**src/rtl/atsr_pkg.sv**
```systemverilog
package atsr_pkg;

  // ----------------------------------------
  // Table geometry
  // ----------------------------------------
  localparam int DEPTH = 16;  // Entries in the address table
  localparam int IDX_W = 4;   // Index width
  localparam logic [4:0] LAST_IDX = 5'h0F;  // Last index of a scan
  localparam logic [4:0] SCAN_END = 5'h10;  // Issue count that ends a scan

  // One table entry
  typedef struct packed {
    logic valid;        // Entry holds a live station
    logic is_static;    // Owned by management, never learned or aged
    logic age;          // Recently learned or hit
    logic [2:0] prio;   // Address based QoS priority
    logic [11:0] vid;   // VLAN identifier
    logic [47:0] addr;  // Station address, bit 47 is the group bit
    logic [16:0] map;   // Port number (low 5 bits) or multicast map
  } atsr_entry_type;

  localparam int ENTRY_W = $bits(atsr_entry_type);

  // ----------------------------------------
  // Register offsets (byte addresses)
  // ----------------------------------------
  localparam logic [7:0] OFF_SEARCH_CTRL = 8'h00;
  localparam logic [7:0] OFF_AGE_PERIOD = 8'h04;
  localparam logic [7:0] OFF_STG_ADDR_LO = 8'h10;
  localparam logic [7:0] OFF_STG_HI = 8'h14;
  localparam logic [7:0] OFF_STG_ATTR = 8'h18;
  localparam logic [7:0] OFF_ENTRY_CMD = 8'h1C;
  localparam logic [7:0] OFF_RES_LO = 8'h40;
  localparam logic [7:0] OFF_RES_HI = 8'h44;
  localparam logic [7:0] OFF_RES_ATTR = 8'h48;

  // ----------------------------------------
  // Field positions
  // ----------------------------------------
  localparam int VID_LSB = 16;     // Vid in the upper result word
  localparam int STG_STATIC = 20;  // Static bit in staging attribute
  localparam int STG_VALID = 21;   // Valid bit in staging attribute
  localparam int STG_PRIO = 24;    // Priority in staging attribute
  localparam int CMD_GO = 8;       // Entry write trigger and pending bit
  localparam int CTRL_FOUND = 1;   // Search found flag

  // ----------------------------------------
  // Reset values and timing
  // ----------------------------------------
  localparam logic [15:0] AGE_PERIOD_RST = 16'h0000;  // Aging off
  localparam int CLK_PERIOD_NS = 10;
  localparam int AGE_UNIT_NS = 1000;
  localparam int AGE_UNIT_CYCLES = AGE_UNIT_NS / CLK_PERIOD_NS;

  // Sequencer states
  typedef enum logic [2:0] {
    ST_CLEAR = 3'b000,
    ST_IDLE = 3'b001,
    ST_LRN_SCAN = 3'b010,
    ST_LRN_WR = 3'b011,
    ST_SRCH_SCAN = 3'b100,
    ST_AGE_SCAN = 3'b101
  } atsr_state_type;

endpackage

```
**src/rtl/atsr_entry_mem.sv**
```systemverilog
`timescale 1ns/100ps
// Entry storage, one write port and one registered read port
module atsr_entry_mem
  import atsr_pkg::*;
#(
  parameter int WIDTH = ENTRY_W,
  parameter int AW = IDX_W
)
(
  input wire logic pclk,
  input wire logic presetn,
  input wire logic [AW-1:0] rd_idx,
  output logic [WIDTH-1:0] rd_data,
  input wire logic wr_en,
  input wire logic [AW-1:0] wr_idx,
  input wire logic [WIDTH-1:0] wr_data
);

  logic [WIDTH-1:0] cells [0:(1<<AW)-1];  // Storage, cleared by the sequencer

  // Write port, no reset: contents are wiped by a clear sweep
  always_ff @(posedge pclk)
  begin
    if (wr_en)
    begin
      cells[wr_idx] <= wr_data;
    end
  end

  // Read data leaves from a register
  always_ff @(posedge pclk or negedge presetn)
  begin
    if (!presetn)
    begin
      rd_data <= '0;
    end
    else
    begin
      rd_data <= cells[rd_idx];
    end
  end

endmodule

```
**src/rtl/atsr_tick_timer.sv**
```systemverilog
`timescale 1ns/100ps
// Period timer: one pulse every period units; a period of zero stops it
module atsr_tick_timer
  import atsr_pkg::*;
#(
  parameter int UNIT_CYCLES = AGE_UNIT_CYCLES
)
(
  input wire logic pclk,
  input wire logic presetn,
  input wire logic [15:0] period,
  output logic tick
);

  logic [15:0] pre;    // Cycles within one unit
  logic [15:0] units;  // Units elapsed
  wire unit_end = (pre == 16'(UNIT_CYCLES - 1));
  wire period_end = unit_end && (units + 16'h0001 >= period);

  // Prescaler and unit counter
  always_ff @(posedge pclk or negedge presetn)
  begin
    if (!presetn)
    begin
      pre <= 16'h0000;
      units <= 16'h0000;
      tick <= 1'b0;
    end
    else
    begin
      pre <= unit_end ? 16'h0000 : pre + 16'h0001;
      if (period == 16'h0000 || period_end)
      begin
        units <= 16'h0000;
      end
      else if (unit_end)
      begin
        units <= units + 16'h0001;
      end
      tick <= period_end && (period != 16'h0000);
    end
  end

endmodule

```
**src/rtl/atsr_top.sv**
```systemverilog
`timescale 1ns/100ps
module atsr_top
  import atsr_pkg::*;
(
  input wire logic pclk,
  input wire logic presetn,
  input wire logic psel,
  input wire logic penable,
  input wire logic pwrite,
  input wire logic [7:0] paddr,
  input wire logic [31:0] pwdata,
  output logic [31:0] prdata,
  output logic pready,
  output logic pslverr,
  input wire logic learn_valid,
  output logic learn_ready,
  input wire logic [11:0] learn_vid,
  input wire logic [47:0] learn_addr,
  input wire logic [4:0] learn_port
);

  // ----------------------------------------
  // Declarations
  // ----------------------------------------
  atsr_state_type state;       // Sequencer state
  atsr_state_type next_state;  // Next sequencer state
  logic [4:0] scan_cnt;        // Reads issued in the current sweep
  logic cmp_live;              // Read data this cycle belongs to a sweep
  logic cmp_last;              // That data is the last of the sweep
  logic [IDX_W-1:0] cmp_idx;   // Index of the data being examined
  atsr_entry_type rd_entry;    // Entry read back from storage
  logic [ENTRY_W-1:0] rd_raw;  // Raw read data
  logic wr_en;                 // Storage write strobe
  logic [IDX_W-1:0] wr_idx;    // Storage write index
  atsr_entry_type wr_data;     // Storage write data
  atsr_entry_type res;         // Latched search result
  logic search_busy;           // Search requested or running
  logic search_found;          // Last search located an entry
  logic [IDX_W-1:0] search_base;  // Next search resumes here
  logic [15:0] age_period;     // Aging period in units
  logic age_tick;              // Aging period elapsed
  logic age_pend;              // Aging sweep owed
  logic [31:0] stg_addr_lo;    // Staged address low word
  logic [27:0] stg_hi;         // Staged vid and address high part
  logic [26:0] stg_attr;       // Staged map, flags and priority
  logic [IDX_W-1:0] stg_idx;   // Target of a management write
  logic mgmt_pend;             // Management write owed
  logic [11:0] lrn_vid;        // Latched learn request
  logic [47:0] lrn_addr;
  logic [4:0] lrn_port;
  logic lrn_hit;               // Learn request matched an entry
  logic [IDX_W-1:0] lrn_hit_idx;
  atsr_entry_type lrn_hit_entry;
  logic lrn_free_ok;           // A free slot was seen
  logic [IDX_W-1:0] lrn_free_idx;
  atsr_entry_type lrn_new;     // Entry written by learning
  atsr_entry_type age_entry;   // Entry written by aging
  atsr_entry_type stg_entry;   // Entry written by management

  // ----------------------------------------
  // APB decode
  // ----------------------------------------
  wire setup = psel && !penable;
  wire acc_wr = psel && penable && pwrite && pready;
  wire hit_ctrl = (paddr == OFF_SEARCH_CTRL);
  wire hit_age = (paddr == OFF_AGE_PERIOD);
  wire hit_slo = (paddr == OFF_STG_ADDR_LO);
  wire hit_shi = (paddr == OFF_STG_HI);
  wire hit_sat = (paddr == OFF_STG_ATTR);
  wire hit_cmd = (paddr == OFF_ENTRY_CMD);
  wire hit_rlo = (paddr == OFF_RES_LO);
  wire hit_rhi = (paddr == OFF_RES_HI);
  wire hit_rat = (paddr == OFF_RES_ATTR);
  wire addr_ok = hit_ctrl | hit_age | hit_slo | hit_shi | hit_sat | hit_cmd
    | hit_rlo | hit_rhi | hit_rat;
  wire start_wr = acc_wr && hit_ctrl && pwdata[0];
  wire go_wr = acc_wr && hit_cmd && pwdata[CMD_GO];

  // Attribute word: group bit swaps port for map view
  wire grp = res.addr[47];
  wire [4:0] port_field = grp ? res.map[5:1] : res.map[4:0];
  wire bit5_field = grp ? res.map[0] : res.is_static;
  wire [10:0] maphi_field = grp ? res.map[16:6] : 11'h000;
  wire [31:0] attr_word = {10'h000, maphi_field, port_field, bit5_field,
    res.age, res.valid, res.prio};
  wire [31:0] hi_word = {4'h0, res.vid, res.addr[47:32]};

  // Read mux; unused and reserved bits read as zero, except staging attribute bits 19:17 and 23:22, which read back as written
  wire [31:0] rd_mux =
    hit_ctrl ? {30'h0, search_found, search_busy} :
    hit_age ? {16'h0000, age_period} :
    hit_slo ? stg_addr_lo :
    hit_shi ? {4'h0, stg_hi} :
    hit_sat ? {5'h00, stg_attr} :
    hit_cmd ? {23'h0, mgmt_pend, 4'h0, stg_idx} :
    hit_rlo ? res.addr[31:0] :
    hit_rhi ? hi_word :
    hit_rat ? attr_word : 32'h0;

  // ----------------------------------------
  // APB answer, zero wait states
  // ----------------------------------------
  // Read data is captured in setup so the answer comes from flops
  always_ff @(posedge pclk or negedge presetn)
  begin
    if (!presetn)
    begin
      prdata <= 32'h0;
      pready <= 1'b0;
      pslverr <= 1'b0;
    end
    else
    begin
      prdata <= setup && !pwrite ? rd_mux : 32'h0;
      pready <= setup;
      pslverr <= setup && !addr_ok;
    end
  end

  // Software written settings and staging
  always_ff @(posedge pclk or negedge presetn)
  begin
    if (!presetn)
    begin
      age_period <= AGE_PERIOD_RST;
      stg_addr_lo <= 32'h0;
      stg_hi <= 28'h0;
      stg_attr <= 27'h0;
      stg_idx <= '0;
    end
    else if (acc_wr)
    begin
      if (hit_age) age_period <= pwdata[15:0];
      if (hit_slo) stg_addr_lo <= pwdata;
      if (hit_shi) stg_hi <= pwdata[27:0];
      if (hit_sat) stg_attr <= pwdata[26:0];
      if (hit_cmd) stg_idx <= pwdata[IDX_W-1:0];
    end
  end

  // ----------------------------------------
  // Storage and timer
  // ----------------------------------------
  wire scanning = (state == ST_LRN_SCAN) || (state == ST_SRCH_SCAN)
    || (state == ST_AGE_SCAN);
  wire issuing = scanning && (scan_cnt < SCAN_END);
  wire [IDX_W-1:0] rd_idx = (state == ST_SRCH_SCAN) ?
    search_base + scan_cnt[IDX_W-1:0] : scan_cnt[IDX_W-1:0];
  assign rd_entry = atsr_entry_type'(rd_raw);

  atsr_entry_mem #(.WIDTH(ENTRY_W), .AW(IDX_W)) u_mem (
    .pclk(pclk),
    .presetn(presetn),
    .rd_idx(rd_idx),
    .rd_data(rd_raw),
    .wr_en(wr_en),
    .wr_idx(wr_idx),
    .wr_data(wr_data)
  );

  atsr_tick_timer #(.UNIT_CYCLES(AGE_UNIT_CYCLES)) u_age_timer (
    .pclk(pclk),
    .presetn(presetn),
    .period(age_period),
    .tick(age_tick)
  );

  // ----------------------------------------
  // Event decode
  // ----------------------------------------
  wire take_learn = (state == ST_IDLE) && learn_valid && learn_ready;
  wire mgmt_wr = (state == ST_IDLE) && !take_learn && mgmt_pend;
  wire clr_wr = (state == ST_CLEAR);
  wire lrn_match = rd_entry.valid && (rd_entry.addr == lrn_addr)
    && (rd_entry.vid == lrn_vid);
  wire lrn_free = !rd_entry.valid && !rd_entry.is_static;
  wire lrn_wr = (state == ST_LRN_WR) && !lrn_addr[47]
    && (lrn_hit ? !lrn_hit_entry.is_static : lrn_free_ok);
  // Aging touches only valid, non-static entries
  wire age_wr = (state == ST_AGE_SCAN) && cmp_live && rd_entry.valid
    && !rd_entry.is_static;
  wire srch_hit = (state == ST_SRCH_SCAN) && cmp_live && rd_entry.valid;
  wire sweep_done = cmp_live && cmp_last;

  // Write data for each writer
  always_comb
  begin
    lrn_new = lrn_hit ? lrn_hit_entry : '0;
    lrn_new.valid = 1'b1;
    lrn_new.age = 1'b1;
    lrn_new.vid = lrn_vid;
    lrn_new.addr = lrn_addr;
    lrn_new.map = {12'h000, lrn_port};
    age_entry = rd_entry;
    age_entry.age = 1'b0;
    age_entry.valid = rd_entry.age;
    stg_entry.valid = stg_attr[STG_VALID];
    stg_entry.is_static = stg_attr[STG_STATIC];
    stg_entry.age = stg_attr[STG_VALID];
    stg_entry.prio = stg_attr[STG_PRIO+2:STG_PRIO];
    stg_entry.vid = stg_hi[27:16];
    stg_entry.addr = {stg_hi[15:0], stg_addr_lo};
    stg_entry.map = stg_attr[16:0];
  end

  // Writer selection, one per cycle by state
  assign wr_en = clr_wr || mgmt_wr || lrn_wr || age_wr;
  assign wr_idx = clr_wr ? scan_cnt[IDX_W-1:0] : mgmt_wr ? stg_idx :
    lrn_wr ? (lrn_hit ? lrn_hit_idx : lrn_free_idx) : cmp_idx;
  assign wr_data = clr_wr ? '0 : mgmt_wr ? stg_entry :
    lrn_wr ? lrn_new : age_entry;

  // ----------------------------------------
  // Sequencer
  // ----------------------------------------
  // Learning first, then management, search and aging
  always_comb
  begin
    next_state = state;
    case (state)
      ST_CLEAR:
        if (scan_cnt == LAST_IDX) next_state = ST_IDLE;
      ST_IDLE:
        if (take_learn) next_state = ST_LRN_SCAN;
        else if (mgmt_pend) next_state = ST_IDLE;
        else if (search_busy) next_state = ST_SRCH_SCAN;
        else if (age_pend) next_state = ST_AGE_SCAN;
      ST_LRN_SCAN:
        if (sweep_done) next_state = ST_LRN_WR;
      ST_LRN_WR:
        next_state = ST_IDLE;
      ST_SRCH_SCAN:
        if (srch_hit || sweep_done) next_state = ST_IDLE;
      ST_AGE_SCAN:
        if (sweep_done) next_state = ST_IDLE;
      default:
        next_state = ST_CLEAR;
    endcase
  end

  // State, sweep counter and compare pipeline
  always_ff @(posedge pclk or negedge presetn)
  begin
    if (!presetn)
    begin
      state <= ST_CLEAR;
      scan_cnt <= 5'h00;
      cmp_live <= 1'b0;
      cmp_last <= 1'b0;
      cmp_idx <= '0;
    end
    else
    begin
      state <= next_state;
      scan_cnt <= (state != next_state) ? 5'h00 :
        (issuing || clr_wr) ? scan_cnt + 5'h01 : scan_cnt;
      cmp_live <= issuing && (state == next_state);
      cmp_last <= issuing && (scan_cnt == LAST_IDX);
      cmp_idx <= rd_idx;
    end
  end

  // Learn port handshake; ready only with nothing else owed
  always_ff @(posedge pclk or negedge presetn)
  begin
    if (!presetn)
    begin
      learn_ready <= 1'b0;
    end
    else
    begin
      learn_ready <= (next_state == ST_IDLE) && !take_learn && !mgmt_pend
        && !search_busy && !age_pend;
    end
  end

  // Learn request capture and sweep tracking
  always_ff @(posedge pclk or negedge presetn)
  begin
    if (!presetn)
    begin
      lrn_vid <= 12'h000;
      lrn_addr <= 48'h0;
      lrn_port <= 5'h00;
      lrn_hit <= 1'b0;
      lrn_hit_idx <= '0;
      lrn_hit_entry <= '0;
      lrn_free_ok <= 1'b0;
      lrn_free_idx <= '0;
    end
    else if (take_learn)
    begin
      lrn_vid <= learn_vid;
      lrn_addr <= learn_addr;
      lrn_port <= learn_port;
      lrn_hit <= 1'b0;
      lrn_free_ok <= 1'b0;
    end
    else if (state == ST_LRN_SCAN && cmp_live)
    begin
      // A hit refreshes the entry; otherwise the first free slot is taken
      if (lrn_match && !lrn_hit)
      begin
        lrn_hit <= 1'b1;
        lrn_hit_idx <= cmp_idx;
        lrn_hit_entry <= rd_entry;
      end
      if (lrn_free && !lrn_free_ok)
      begin
        lrn_free_ok <= 1'b1;
        lrn_free_idx <= cmp_idx;
      end
    end
  end

  // Search result and pending flags; a set beats a same-cycle clear
  always_ff @(posedge pclk or negedge presetn)
  begin
    if (!presetn)
    begin
      res <= '0;
      search_busy <= 1'b0;
      search_found <= 1'b0;
      search_base <= '0;
      age_pend <= 1'b0;
      mgmt_pend <= 1'b0;
    end
    else
    begin
      if (srch_hit)
      begin
        res <= rd_entry;
        search_found <= 1'b1;
        search_base <= cmp_idx + 4'h1;
      end
      else if (state == ST_SRCH_SCAN && sweep_done)
      begin
        search_found <= 1'b0;
      end
      search_busy <= start_wr
        || (search_busy && !srch_hit && !(state == ST_SRCH_SCAN && sweep_done));
      age_pend <= age_tick || (age_pend && next_state != ST_AGE_SCAN);
      mgmt_pend <= go_wr || (mgmt_pend && !mgmt_wr);
    end
  end

  wire rd_setup = setup && !pwrite;
endmodule

```
**config.mk**
```make
export PLATFORM = sky130hd
export DESIGN_NAME = atsr_top
export DESIGN_NICKNAME = d
export VERILOG_FILES = /design/src/rtl/atsr_pkg.sv /design/src/rtl/atsr_entry_mem.sv /design/src/rtl/atsr_tick_timer.sv /design/src/rtl/atsr_top.sv
export SDC_FILE = /design/constraint.sdc
export NUM_CORES = 2
export LEC_CHECK = 0
export ABC_CLOCK_PERIOD_IN_PS = 15850
export BUFFER_PORTS_ARGS = -buffer_cell sky130_fd_sc_hd__buf_2
export CAP_MARGIN = 40
export CORE_MARGIN = 5
export CORE_UTILIZATION = 45
export DETAILED_ROUTE_END_ITERATION = 8
export SETUP_SLACK_MARGIN = 0.1
export SYNTH_ARGS = -nofsm -noshare
export SYNTH_HDL_FRONTEND = slang
export SYNTH_SLANG_ARGS = --single-unit
export TNS_END_PERCENT = 5
```
**constraint.sdc**
```tcl
create_clock -name pclk -period 15.85 [get_ports pclk]
set_clock_uncertainty 0.15 [all_clocks]
set_input_delay 0.7925 -clock pclk [delete_from_list [all_inputs] [get_ports pclk]]
set_output_delay 0.7925 -clock pclk [all_outputs]
set_load 0.01 [all_outputs]
```
## After elaboration in Yosys (flattened, before gate mapping)

Memory sizes are Yosys's and may differ from the RTL's. A register that Yosys moved wholly into a read port is not among the register bits.
Index checks and enable logic that the tools add are counted.

| word-level totals | value |
|---|---|
| RAM bits | 1328 |
| output and inout bits | 35 |
| word-level logic and storage cells | 216 |
| memories kept | 1 |
| bits in registers | 437 |
| input bits | 111 |

| cells by class | value |
|---|---|
| magnitude comparators | 2 |
| $add $sub $neg | 5 |
| multiplexer cells | 47 |
| reduce and logical (&&, ||, !) cells | 89 |
| equality and inequality tests | 21 |
| bitwise operators | 9 |

Memories:

| memory | words | bits a word | read ports | clocked after memory_dff | write ports | line | text |
|---|---|---|---|---|---|---|---|
| u_mem.cells | 16 | 83 | 1 | 1 | 1 | atsr_entry_mem.sv:19 | `logic [WIDTH-1:0] cells [0:(1<<AW)-1];` |

Operator list:

| cell | count |
|---|---|
| $mux 32 | 8 |
| $mux 83 | 3 |
| $mux 82 | 1 |
| $eq 48x48->1 | 1 |
| $mux 16 | 3 |
| $logic_and 1x1->1 | 42 |
| $add 16x1->16 const B | 2 |
| $eq 8x5->1 const B | 4 |
| $mux 28 | 1 |
| $eq 8x7->1 const B | 3 |
| $mux 3 | 8 |
| $mux 22 | 1 |
| $mux 4 | 5 |
| $pmux 3 s6 | 1 |
| $logic_not 1->1 | 17 |
| $eq 16x7->1 const B | 1 |
| $ge 16x16->1 | 1 |
| $logic_not 16->1 | 1 |
| $reduce_bool 16->1 | 1 |
| $mux 5 | 3 |
| $reduce_and 2->1 | 7 |
| $eq 12x12->1 | 1 |
| $mux 1 | 12 |
| $reduce_bool 2->1 | 6 |
| 19 further kinds | 40 |

## Depth between registers and ports, before layout

| logic depth | value |
|---|---|
| word-level depth | 11 |
| depth in mapped cells | 14 |
| depth with buffers taken out | 12 |

## Cells and area by module

A second synthesis with hierarchy kept.

| unflattened totals | value |
|---|---|
| cell total of the unflattened synthesis | 4024 |
| area total of the unflattened synthesis | 70485.1 sq um |

Modules (own cells, without submodules):

| module | instances | sequential area each (sq um) | area an instance (sq um) | cells each |
|---|---|---|---|---|
| atsr_entry_mem | 1 | 41955.2 | 51725.9 | 2129 |
| atsr_top | 1 | 8157.8 | 16560.9 | 1659 |
| atsr_tick_timer | 1 | 825.8 | 2198.4 | 236 |

## Worst setup path after synthesis

OpenSTA, ideal clock, no wires.

| timing path | value |
|---|---|
| path type | input to register |
| start | input learn_valid |
| end | memory u_mem.cells[11][0] (netlist name) (enable) |
| stages | 8 |
| data required time | 15175 ps |
| library setup time | 525 ps |
| setup slack | 9745 ps |
| arrival time | 5429 ps |
| buffers on the path | 2 |
| path through | a21oi_1 > and3_1 > clkbuf_1 > clkbuf_1 > nand2_1 > o32ai_1 > a31oi_1 > nor2_1 |

| between the ends | value |
|---|---|
| cells in the longest elaborated chain, start to end | 10 |
| elaborated cells between the ends (all ways) | 12 |
| classes of those cells | mux: 4; reduce/logical: 8 |

Ends and longest elaborated chain:

| element | line | text |
|---|---|---|
| from (decl) | atsr_top.sv:15 | `input wire logic learn_valid,` |
| $logic_and 1x1->1 * (2 in series) | atsr_top.sv:171 | `wire take_learn = (state == ST_IDLE) && learn_valid && learn_ready;` |
| $logic_not 1->1 * | atsr_top.sv:172 | `wire mgmt_wr = (state == ST_IDLE) && !take_learn && mgmt_pend;` |
| $logic_and 1x1->1 * (2 in series) | atsr_top.sv:172 |  |
| $logic_or 1x1->1 (3 in series) | atsr_top.sv:207 | `assign wr_en = clr_wr \|\| mgmt_wr \|\| lrn_wr \|\| age_wr;` |
| $mux 1 | atsr_entry_mem.sv:24 | `if (wr_en)` |
| $mux 1 (implied by the code) | atsr_entry_mem.sv:26 | `cells[wr_idx] <= wr_data;` |
| to (decl) | atsr_entry_mem.sv:19 |  |

Every way passes the cells marked *; elsewhere a longest branch is shown, timed or not.

## Final worst setup path

| timing path | value |
|---|---|
| start | register state[2] |
| end | register u_mem.rd_data[11] (read register of u_mem.cells) |

| between the ends | value |
|---|---|
| cells in the longest elaborated chain, start to end | 2 |

Ends and longest elaborated chain:

| element | line | text |
|---|---|---|
| from (decl) | atsr_top.sv:25 | `atsr_state_type state;` |
| from (signal assigned) | atsr_top.sv:254 | `state <= next_state;` |
| $eq 3x3->1 | atsr_top.sv:147 | `wire [IDX_W-1:0] rd_idx = (state == ST_SRCH_SCAN) ?` |
| $mux 4 | atsr_top.sv:147 |  |
| to (decl) | atsr_entry_mem.sv:13 | `output logic [WIDTH-1:0] rd_data,` |

No other way between the ends.
A chain may end at the register's enable or synchronous reset.

==> summary.md <==
| Metric | Value |
|---|---|
| Num rows | `roughly 150` |
| Mapped cell area | `slightly above 70000 µm²` |
| DR vias/cell | `5.90` |
| Final HPWL from detailed placement | `between 100 and 150 mm` |
| GPL Wtd Cong | `approximately 0.91` |
| Synth top area share | `0.552` |
| Post-route ant nets | `0` |
| Layout cells sized above 1 | `0.145` |
| Count of cell types in the netlist | `between 60 and 70` |
| Multi-input combinational cell area | `approximately 20000 µm²` |
| Die span in y | `approximately 410 µm` |
| Final #Nets | `approximately 6.4k` |
| Die area | `roughly 170000 µm²` |
| P_leak | `about 32 nW` |
| Post-synth EDFFs | `1328` |
| Critical path depth | `10` |
| Vias | `50.3k` |
| Largest area contributor in the netlist | `edfxtp_1` |
| Filler Cell Count | `13.6k` |
| CP max stage cell | `buf_4` |
| Input/output buffers | `~150` |
| Max-cap viol count | `0` |
| CTS sink cnt | `1770` |
| First-pass GRT wire length | `roughly 330 mm` |
| Commonest non-fill, non-tap cell in the layout | `nand2_1` |
| Max-slew violation count | `0` |
| Setup TNS | `0 ps` |
| Worst r2r path cells | `10` |
| Switching power | `6.22 mW` |
| Area of the core | `about 160000 µm²` |
| WHS Path Cells | `2` |
| Hold_ws | `61.2 ps` |
| Clock transition at the registers of the reported paths | `60 ps` |
| Largest net degree at the start of global routing | `175` |
| WL/cell | `~27 µm` |
| Hold Crit Class | `in -> reg` |
| Net Sw Frac | `0.374` |
| Critical Path AT | `around 5900 ps` |
| Min Tclk post-route | `between 5000 and 6000 ps` |
| Vias in the first global route | `approximately 48k` |
| Post-CTS Setup Inserts | `0` |
| Delay-heaviest family, CP | `buffers and inverters` |
| Crit Path Max Fanout | `about 170` |
| Final setup fails | `0` |
| Tcrit/Tclk final | `0.339` |
| I/O pins | `roughly 150` |
| CP Class | `reg -> reg` |
| Drt pass-1 iters | `5` |
| Post-Syn Instances | `between 6k and 7k` |
| Hold Vio Cnt, Final | `0` |
| Total Routing Usage GR | `0.267` |
| Worst VDD drop | `roughly 190 µV` |
| CP Capture Type | `flip-flop` |
| CTS resizes | `0` |
| CTS buffer count | `178` |
| Commonest non-fill, non-tap cells in the layout | `nand2_1, edfxtp_1, nand3_1` |
| Antenna violations before repair | `9` |
| Root Driver | `clkbuf_16` |
| Syn_nets | `between 6k and 7k` |
| Die width | `411 µm` |
| Power Density | `around 200 nW/µm²` |
| CP Launch Type | `flip-flop` |
| Total grt overflow | `0` |
| Top post-synthesis cells by area | `edfxtp_1, dfrtp_1, nand2_1` |
| Initial core utilization | `0.451` |
| Latest clock arrival within the worst-skew pair | `approximately 800 ps` |
| F_max | `~0.19 GHz` |
| Yosys reg bits | `around 1.8k` |
| Status | `complete, no violations` |
| Combinational fraction of design power | `0.315` |
| CTS hold repair buffers | `2` |
| Ys flop type | `edfxtp_1` |
| Maximum clock insertion buffer count | `3` |
| Slew margin rel. | `0.277` |
| Slew @ Worst Pin | `1080 ps` |
| Sequential power share | `0.428` |
| Slowest stage delay, CP | `840 ps` |
| Internal | `between 10 and 15 mW` |
| Unrepaired setup endpoints after global routing | `false` |
| WL final | `roughly 230 mm` |
| CTS tree | `done` |
| Sequential fraction of the synthesis area | `0.705` |
| Drt initial violations | `between 6k and 7k` |
| Critical Path, Cell by Cell | `or3b_1 > mux2i_4 > buf_12 > inv_8 > buf_4 > buf_4 > nand2_1 > nand3_1 > nand3_1 > nand4_1` |
| Residual DRC count | `0` |
| Bufs and invs on worst path | `4` |
| Syn avg cell area | `11.9 µm²` |
| Yosys warning total | `0` |
| Clock share of power | `0.257` |
| Htree depth | `4` |
| Ys async rst share | `0.250` |
| Area grow syn2layout | `15.3%` |
| CP required | `16420 ps` |
| Register area | `roughly 51000 µm²` |
==> layer usage <==
layer	vias up	routed length, µm	global-route usage
li1	21916	-	-
met1	25415	95600	0.390
met2	2582	101000	0.399
met3	397	23200	0.0553
met4	4	8190	0.0908
met5	-	27	0
==> sequential cells by signal (all words and copies together) (netlist names), 5 cells and up <==
name / count
u_mem.rd_data: 83
u_age_timer.pre: 16
u_age_timer.units: 16
attr_word: 5
stg_addr_lo: 32
lrn_addr: 48
u_mem.cells: 1328
prdata: 32
stg_hi: 28
lrn_vid: 12
scan_cnt: 5
age_period: 16
hi_word: 27
lrn_port: 5
res: 50
stg_attr: 27
==> layout make-up <==
type | count | area share
diodes | 4 | 0.000120
clock buffers | 248 | 0.0591
clock inverters | 84 | 0.0122
inverters | 49 | 0.00239
multi-input cells | 3851 | 0.244
flip-flops and latches | 1770 | 0.611
well taps | 2160 | 0.0324
repair buffers | 365 | 0.0392
==> kinds of logic (layout without fill, tap and decap cells) <==
family | Yosys count | after routing | share of synthesized area
AOI/OAI and AO/OA | 360 | 360 | 0.0335
xor gates and xnor gates | 88 | 88 | 0.0109
adders and majority gates | 25 | 25 | 0.00443
buffers and inverters | 430 | 746 | 0.0241
DFF | 1770 | 1770 | 0.705
muxes | 204 | 204 | 0.0316
other | 0 | 4 | 0
and+or+nand+nor | 3174 | 3174 | 0.191
==> per-stage QoR <==
stage                     utilization  worst slack (ps)  area, µm²  std cells  power (mW)
after floorplan                     -              9750      72300       6051        9.93
after global placement          0.474             10550      75900       8103        12.0
after detailed placement        0.483             10700      77400       8192        12.4
after CTS                       0.520             10680      83400       8526        16.6
after global routing            0.520             10230      83400       8530        17.3
final                           0.520             10480      83400       8531        16.6
==> Yosys cell counts, types with 5 or more instances <==
master    number
and3_1        18
mux2_2       186
a211oi_1       5
nand3_1     1040
nand2_1     1775
nor2_1       143
a221oi_1       9
nor2b_1       11
a21oi_1       99
o22ai_1       30
buf_2        101
inv_1         47
a22oi_1       13
nand2b_1       7
o22a_1         7
a311oi_1      69
nor4_1         9
xor2_1        16
a21o_1         9
nor3_1        31
mux2i_1       17
ha_1          24
edfxtp_1    1328
dfrtp_1      442
o21ai_0       60
nand4_1      104
a31oi_1        8
clkbuf_1     240
a22o_1        23
or3_1          5
xnor2_1       71
buf_1         40
==> path summary, 6_finish.rpt <==
kind                                   from             endpoint  slack, ps
min                          learn_addr[26]         lrn_addr[26]         60
max reg2reg                        state[2]    u_mem.rd_data[11]      10480
min reg2reg                u_age_timer.tick             age_pend        290
min in group asynchronous           presetn    u_mem.rd_data[28]        440
max                                state[2]    u_mem.rd_data[11]      10480
max in group asynchronous           presetn  u_age_timer.pre[15]      13370
==> power by group through the flow <==
| stage | sequential [mW] | clock (mW) | combinational, mW |
|---|---|---|---|
| floorplan | 7.00 | 0 | 2.93 |
| global placement | 7.20 | 0 | 4.84 |
| detailed placement | 7.18 | 0 | 5.20 |
| CTS | 7.09 | 4.34 | 5.22 |
| global route | 7.16 | 4.53 | 5.65 |
| finish | 7.12 | 4.28 | 5.24 |
(Power assumes the default switching activity.)
